--- src/rtl/dp_host_cfg.svh ---
/*
  timing counts, field positions and reset values for the dual-port ram host.
  assumes a 20 ns system clock; the delay figures below are in nanoseconds, SYNC_LATENCY in clock cycles.
*/
`ifndef DP_HOST_CFG_SVH
`define DP_HOST_CFG_SVH

`define CLK_PERIOD_NS 20
`define SELECT_ACCESS_DELAY_NS 20
`define OUTPUT_ENABLE_DELAY_NS 12
`define CROSS_PORT_FLOW_DELAY_NS 30
`define BUSY_SETTLE_NS 20
`define WRITE_PULSE_NS 20
`define TOKEN_OFF_NS 10
`define NS_TO_CYC(ns) (((ns) + `CLK_PERIOD_NS - 1) / `CLK_PERIOD_NS)
`define SYNC_LATENCY 4

`define ADDR_W 14
`define DATA_W 8
`define TOKEN_SEL_W 3
`define RIGHT_MAILBOX 14'h3fff
`define LEFT_MAILBOX 14'h3ffe
`define PIN_IDLE_HIGH 1'b1

`endif

--- src/rtl/dp_host_pkg.sv ---
/*
  types shared by the dual-port ram host files.
  assumes nothing beyond a systemverilog compiler.
*/
package dp_host_pkg;
  typedef enum logic [1:0] {kind_mem_rd, kind_mem_wr, kind_tok_rd, kind_tok_wr} kind_t;
  typedef enum logic [2:0] {st_idle, st_settle, st_access, st_end, st_recover} state_t;
endpackage : dp_host_pkg

--- src/rtl/dp_pin_sync.sv ---
/*
  three-stage pin synchroniser with agreement filter.
  assumes the pin is asynchronous to sys_clk; the level updates once stages two and three agree.
*/
`timescale 1ns/1ps
module dp_pin_sync #(
  parameter int W = 1,
  parameter logic [W-1:0] RESET_VAL = '0
)
(
  input wire logic sys_clk,
  input wire logic rst,
  input wire logic [W-1:0] pin,
  output logic [W-1:0] level
);
  logic [W-1:0] s1_q;
  logic [W-1:0] s2_q;
  logic [W-1:0] s3_q;
  logic [W-1:0] level_q;

  always_ff @(posedge sys_clk or posedge rst)
  begin
    if (rst)
    begin
      s1_q <= RESET_VAL;
      s2_q <= RESET_VAL;
      s3_q <= RESET_VAL;
    end
    else
    begin
      s1_q <= pin;
      s2_q <= s1_q;
      s3_q <= s2_q;
    end
  end

  // per bit, so one lagging line does not hold back the rest
  genvar i;
  generate
    for (i = 0; i < W; i++)
    begin : g_bit
      always_ff @(posedge sys_clk or posedge rst)
      begin
        if (rst)
          level_q[i] <= RESET_VAL[i];
        else if (s2_q[i] == s3_q[i])
          level_q[i] <= s3_q[i];
      end
    end
  endgenerate

  assign level = level_q;
endmodule : dp_pin_sync

--- src/rtl/dp_host.sv ---
/*
  host controller for one port of a 16k x 8 dual-port ram with mailbox and token latches.
  assumes the far device sits on its pins asynchronously; the user issues one request at a time.
*/
// What this block does
// - a write ends on the rising edge of direction, one cycle before select rises.
// - reader waits the cross-port flow delay after the other port presents data.
// - read asserts select and output enable; data valid after the later delay.
// - token read asserts token select instead of memory select, plus output enable.
// - write zero on bit 0 to request a token, read zero to confirm, one releases.
// - token chosen by low three address bits with memory select high.
// - host delays writes until the contention input has settled.
`timescale 1ns/1ps
`include "dp_host_cfg.svh"
module dp_host (
  input wire logic sys_clk,
  input wire logic rst,
  input wire logic req_valid,
  output logic req_ready,
  input wire dp_host_pkg::kind_t req_kind,
  input wire logic [`ADDR_W-1:0] req_addr,
  input wire logic [`DATA_W-1:0] req_wdata,
  output logic rsp_valid,
  output logic [`DATA_W-1:0] rsp_rdata,
  output logic rsp_contend,
  output logic mail_irq,
  output logic [`ADDR_W-1:0] mem_addr,
  output logic select_n,
  output logic rw_n,
  output logic oe_n,
  output logic token_latch_select_n,
  output logic [`DATA_W-1:0] dq_o,
  output logic dq_oe,
  input wire logic [`DATA_W-1:0] dq_i,
  input wire logic busy_n,
  input wire logic int_n
);
  import dp_host_pkg::*;

  localparam int ACE_CYC = `NS_TO_CYC(`SELECT_ACCESS_DELAY_NS);
  localparam int DOE_CYC = `NS_TO_CYC(`OUTPUT_ENABLE_DELAY_NS);
  localparam int FLOW_CYC = `NS_TO_CYC(`CROSS_PORT_FLOW_DELAY_NS);
  localparam int ACC_MAX = (ACE_CYC > DOE_CYC) ? ACE_CYC : DOE_CYC;
  localparam int WAIT_MAX = (ACC_MAX > FLOW_CYC) ? ACC_MAX : FLOW_CYC;
  localparam int READ_CYC = WAIT_MAX + `SYNC_LATENCY;
  localparam int SETTLE_CYC = `NS_TO_CYC(`BUSY_SETTLE_NS) + `SYNC_LATENCY;
  localparam int WRITE_CYC = `NS_TO_CYC(`WRITE_PULSE_NS);
  localparam int RECOVER_CYC = `NS_TO_CYC(`TOKEN_OFF_NS);

  function automatic logic is_write(input kind_t k);
    is_write = (k == kind_mem_wr) || (k == kind_tok_wr);
  endfunction : is_write

  function automatic logic is_token(input kind_t k);
    is_token = (k == kind_tok_rd) || (k == kind_tok_wr);
  endfunction : is_token

  state_t state_q;
  state_t state_d;
  logic [7:0] cnt_q;
  logic [7:0] cnt_d;
  kind_t kind_q;
  kind_t kind_d;
  logic [`ADDR_W-1:0] addr_q;
  logic [`ADDR_W-1:0] addr_d;
  logic [`DATA_W-1:0] wdata_q;
  logic [`DATA_W-1:0] wdata_d;
  logic [`DATA_W-1:0] dq_s;
  logic busy_s;
  logic int_s;
  logic active_d;
  logic abort_write;
  logic capture;
  logic [7:0] oe_low_cnt_q;

  // every pin input passes the three-stage filter, data included
  dp_pin_sync #(.W(`DATA_W), .RESET_VAL('0)) u_dq_sync (
    .sys_clk(sys_clk),
    .rst(rst),
    .pin(dq_i),
    .level(dq_s)
  );

  dp_pin_sync #(.W(2), .RESET_VAL(2'h3)) u_flag_sync (
    .sys_clk(sys_clk),
    .rst(rst),
    .pin({busy_n, int_n}),
    .level({busy_s, int_s})
  );

  assign req_ready = (state_q == st_idle);
  // a memory write that still sees contention after settling is never started
  assign abort_write = (state_q == st_settle) && (cnt_q == 8'h00) && (kind_q == kind_mem_wr)
    && !busy_s;
  assign capture = (state_q == st_access) && (cnt_q == 8'h00) && !is_write(kind_q);

  always_comb
  begin
    state_d = state_q;
    cnt_d = cnt_q;
    kind_d = kind_q;
    addr_d = addr_q;
    wdata_d = wdata_q;
    case (state_q)
      st_idle:
      begin
        if (req_valid)
        begin
          kind_d = req_kind;
          addr_d = req_addr;
          wdata_d = req_wdata;
          state_d = st_settle;
          cnt_d = 8'(SETTLE_CYC - 1);
        end
      end
      st_settle:
      begin
        if (cnt_q != 8'h00)
          cnt_d = cnt_q - 8'h01;
        else if (abort_write)
        begin
          state_d = st_recover;
          cnt_d = 8'(RECOVER_CYC - 1);
        end
        else
        begin
          state_d = st_access;
          cnt_d = is_write(kind_q) ? 8'(WRITE_CYC - 1) : 8'(READ_CYC - 1);
        end
      end
      st_access:
      begin
        if (cnt_q != 8'h00)
          cnt_d = cnt_q - 8'h01;
        else if (is_write(kind_q))
          state_d = st_end;
        else
        begin
          state_d = st_recover;
          cnt_d = 8'(RECOVER_CYC - 1);
        end
      end
      st_end:
      begin
        state_d = st_recover;
        cnt_d = 8'(RECOVER_CYC - 1);
      end
      st_recover:
      begin
        if (cnt_q != 8'h00)
          cnt_d = cnt_q - 8'h01;
        else
          state_d = st_idle;
      end
      default:
      begin
        state_d = st_idle;
        cnt_d = 8'h00;
      end
    endcase
  end

  always_ff @(posedge sys_clk or posedge rst)
  begin
    if (rst)
    begin
      state_q <= st_idle;
      cnt_q <= 8'h00;
      kind_q <= kind_mem_rd;
      addr_q <= '0;
      wdata_q <= '0;
    end
    else
    begin
      state_q <= state_d;
      cnt_q <= cnt_d;
      kind_q <= kind_d;
      addr_q <= addr_d;
      wdata_q <= wdata_d;
    end
  end

  assign active_d = (state_d == st_settle) || (state_d == st_access) || (state_d == st_end);

  // pins registered from the next state so they never glitch
  always_ff @(posedge sys_clk or posedge rst)
  begin
    if (rst)
    begin
      select_n <= `PIN_IDLE_HIGH;
      token_latch_select_n <= `PIN_IDLE_HIGH;
      oe_n <= `PIN_IDLE_HIGH;
      rw_n <= `PIN_IDLE_HIGH;
      dq_oe <= 1'b0;
      mem_addr <= '0;
      dq_o <= '0;
    end
    else
    begin
      select_n <= !(active_d && !is_token(kind_d));
      token_latch_select_n <= !(active_d && is_token(kind_d));
      oe_n <= !(active_d && !is_write(kind_d));
      // direction rises one cycle before select, so the write ends on it
      rw_n <= !((state_d == st_access) && is_write(kind_d));
      dq_oe <= active_d && is_write(kind_d) && (state_d != st_settle);
      mem_addr <= is_token(kind_d) ? {11'h000, addr_d[`TOKEN_SEL_W-1:0]} : addr_d;
      dq_o <= is_token(kind_d) ? {7'h00, wdata_d[0]} : wdata_d;
    end
  end

  always_ff @(posedge sys_clk or posedge rst)
  begin
    if (rst)
    begin
      rsp_valid <= 1'b0;
      rsp_rdata <= '0;
      rsp_contend <= 1'b0;
    end
    else
    begin
      rsp_valid <= capture || abort_write || (state_q == st_end);
      if (capture)
        rsp_rdata <= dq_s;
      if (capture || abort_write || (state_q == st_end))
        rsp_contend <= !is_token(kind_q) && !busy_s;
    end
  end

  always_ff @(posedge sys_clk or posedge rst)
  begin
    if (rst)
      mail_irq <= 1'b0;
    else
      mail_irq <= !int_s;
  end

  always_ff @(posedge sys_clk or posedge rst)
  begin
    if (rst)
      oe_low_cnt_q <= 8'h00;
    else if (oe_n)
      oe_low_cnt_q <= 8'h00;
    else if (oe_low_cnt_q != 8'hff)
      oe_low_cnt_q <= oe_low_cnt_q + 8'h01;
  end
endmodule : dp_host

--- config.mk ---
export PLATFORM = sky130hd
export DESIGN_NAME = dp_host
export DESIGN_NICKNAME = d
export VERILOG_FILES = /design/src/rtl/dp_host_pkg.sv /design/src/rtl/dp_pin_sync.sv /design/src/rtl/dp_host.sv
export VERILOG_INCLUDE_DIRS = /design/src /design/src/rtl
export SDC_FILE = /design/constraint.sdc
export NUM_CORES = 1
export LEC_CHECK = 0
export BUFFER_PORTS_ARGS = -buffer_cell sky130_fd_sc_hd__buf_2
export CAP_MARGIN = 40
export CORE_MARGIN = 10
export CORE_UTILIZATION = 50
export CTS_BUF_LIST = sky130_fd_sc_hd__clkbuf_8
export CTS_CLUSTER_DIAMETER = 30
export DETAILED_ROUTE_END_ITERATION = 6
export GPL_TIMING_DRIVEN = 0
export PLACE_DENSITY = 0.76
export SYNTH_ARGS = -nofsm -noshare
export SYNTH_HDL_FRONTEND = slang
export SYNTH_SLANG_ARGS = --single-unit
--- constraint.sdc ---
create_clock -name sys_clk -period 3.6 [get_ports sys_clk]
set_clock_uncertainty 0.15 [all_clocks]
set_input_delay 0.72 -clock sys_clk [delete_from_list [all_inputs] [get_ports sys_clk]]
set_output_delay 0.72 -clock sys_clk [all_outputs]
set_load 0.02 [all_outputs]
==> results_dict.tcl <==
set metrics [dict create \
    status "complete, no violations" \
    grt_pass1_vias 2501 \
    die_h_um 109 \
    synthArstFlopShare_pct 100 \
    finalHoldViolCount 0 \
    root_buffer "clkbuf_8" \
    clock_latency_ns 0.37 \
    antenna_found_initial 0 \
    final_area_um2 4780 \
    worstPathCellList "inv_1 -> ha_1 -> nor3b_2 -> nand2_2 -> nor3_4 -> mux2_2" \
    crit_path_max_fanout 8 \
    crit_required_ns 3.71 \
    p_per_area_nw_per_um2 842 \
    p_leak_nw 2.27 \
    drv_slew 0 \
    num_rows 32 \
    placed_area_um2 4550 \
    path_class "flop to flop" \
    vdd_ir_drop_max_mv 0.593 \
    cp-end-kind "flop" \
    syn_to_final_growth_pct 20.1 \
    synth-seq-area-share_pct 68.9 \
    tns_ns 0 \
    num-nets-final 391 \
    clk_pin_slew_ns 0.11 \
    fillers 596 \
    antenna_left 0 \
    synth.distinct_cells 46 \
    synth_warnings 0 \
    arrival_ns 2.53 \
    syn_avg_cell_area_um2 15.1 \
    io_buffers 75 \
    cpPeakStageDelay_ns 0.47 \
    setup_slack_ns 1.18 \
    coreArea_um2 7730 \
    fin_util_pct 61.8 \
    syn_area_um2 3980 \
    dieWidth_um 109 \
    ios 76 \
    dr.pass1.iters 4 \
    layout-drive-gt1-share_pct 46.1 \
    setup_viol 0 \
    cp_num_buf_inv 1 \
    cts.sinks 109 \
    syn-num-nets 302 \
    routed_wirelength_mm 7.35 \
    synthesis.instances 264 \
    ys_ff_latch 109 \
    synth_ff_type "dfrtp_1" \
    hold_buffers 0 \
    hp-class "flop to flop" \
    place.gp.congestion 0.845 \
    rsz0062_at_grt "no" \
    clock.fmax_mhz 412 \
    synth_edf_count 0 \
    cts_setup_buffers 0 \
    grt_max_degree 43 \
    drc 0 \
    routedWlPerCell_um 16.0 \
    n_antenna_cell 0 \
    cp_top_family "simple AND/OR/NAND/NOR gates" \
    initial_utilization_pct 51.5 \
    overflow 0 \
    relSlewSlack_pct 65.4 \
    worst-slew-pin-transition_ns 0.518 \
    post-place-ws_ns 1.16 \
    grt_usage_pct 13.0 \
    layout_common_cells "dfrtp_1, buf_2, mux2_2, nor2b_1, dfstp_2" \
    cts_htree_levels 3 \
    fin_crit_sh_pct 67.3 \
    clk_path_buf_depth 2 \
    detail_route.vias_per_cell 4.98 \
    numCtsBuffers 9 \
    ff_latch_area_um2 2740 \
    cts_tree "built" \
    die_area_um2 11900 \
    grt_pass1_wl_mm 12.2 \
    cts_resized 0 \
    min_period_ns 2.42 \
    dp_hpwl_mm 5.45 \
    drtIter0Drc 66 \
    drv_cap 0 \
    multi_input_area_um2 1100 \
    vias 2292 \
    cp_slowest_cell "nor3_4" \
    final_common_cell "dfrtp_1" \
    cp-start-kind "flop" \
]
[layer usage]
metal,GRT usage (%),up-vias,wire length [um]
met5,0,-,0
met4,3.16,0,54
met3,7.32,6,716
met2,21.1,63,3570
met1,14.7,1133,3010
li1,-,1090,-
[sequential cells by signal (all words and copies together) (netlist names), 2 cells and up]
name               count
rsp_rdata              8
u_dq_sync.s3_q         8
u_flag_sync.s1_q       2
state_q                3
u_flag_sync.s2_q       2
u_flag_sync.level      2
mem_addr              14
kind_q                 2
cnt_q                  8
wdata_q                7
dq_o                   8
u_dq_sync.s2_q         8
u_dq_sync.s1_q         8
addr_q                11
u_dq_sync.level        8
u_flag_sync.s3_q       2
[per-stage QoR]
stage / hold slack, ns / power, mW / cells
finish: 0.210 / 4.02 / 460
global route: 0.220 / 4.29 / 460
CTS: 0.212 / 4.07 / 460
detailed placement: 0.186 / 3.27 / 444
global placement: 0.182 / 3.20 / 441
floorplan: 0.181 / 2.86 / 264
[worst paths after layout]
kind | depth (start not counted) | slack (ns) | startpoint | to
worst min register to register | 0 | 0.21 | u_dq_sync.s1_q[2] | u_dq_sync.s2_q[2]
worst max register to register | 6 | 1.18 | cnt_q[0] | rsp_rdata[2]
worst min-delay path | 0 | 0.21 | u_dq_sync.s1_q[2] | u_dq_sync.s2_q[2]
max in group asynchronous | 4 | 2.31 | rst | u_flag_sync.level[0]
worst max-delay path | 6 | 1.18 | cnt_q[0] | rsp_rdata[2]
min in group asynchronous | 2 | 0.23 | rst | mem_addr[0]
[power by group]
group          switching [mW]  leakage [nW]  internal, mW
clock network           0.448         0.109         0.348
registers               0.156          1.32          1.57
logic                   0.822         0.839         0.676
total                    1.43          2.27          2.60
[kinds of logic after synthesis]
kind of cell             share of synthesized area, %
AO/OA/AOI/OAI                                    5.47
adder cells (fa/ha/maj)                          3.08
buffers and inverters                            3.30
flip-flops                                       68.9
multiplexers                                     9.06
AND/OR/NAND/NOR                                  10.2
[synthesized netlist by cell type (2+ instances only)]
library cell / n / share of area (%)
a211o_1: 2 / 0.44
a21o_1: 2 / 0.38
a21oi_1: 5 / 0.63
a2bb2oi_1: 3 / 0.66
a31oi_1: 3 / 0.47
buf_2: 3 / 0.38
buf_4: 10 / 1.9
dfrtp_1: 97 / 61
dfstp_2: 12 / 7.9
inv_1: 8 / 0.75
maj3_1: 11 / 2.8
mux2_2: 32 / 9.1
nand2_1: 7 / 0.66
nand2b_1: 3 / 0.47
nor2_1: 5 / 0.47
nor2b_1: 21 / 3.3
nor3b_1: 3 / 0.57
o21ai_0: 2 / 0.25
o21ai_1: 2 / 0.25
o221ai_1: 2 / 0.44
o31ai_1: 2 / 0.38
or3b_2: 2 / 0.44
or4_1: 4 / 0.75
[cell type report]
class	instances	share of cell area, %
plain buffers	14	2.12
clock buffers	9	2.59
clock inverters	7	2.12
inverters	8	0.707
multi-input cells	133	23.1
flip-flops and latches	109	57.4
well taps	102	2.67
repair buffers	78	9.27
Note: power is estimated with default switching activity, not from simulation.
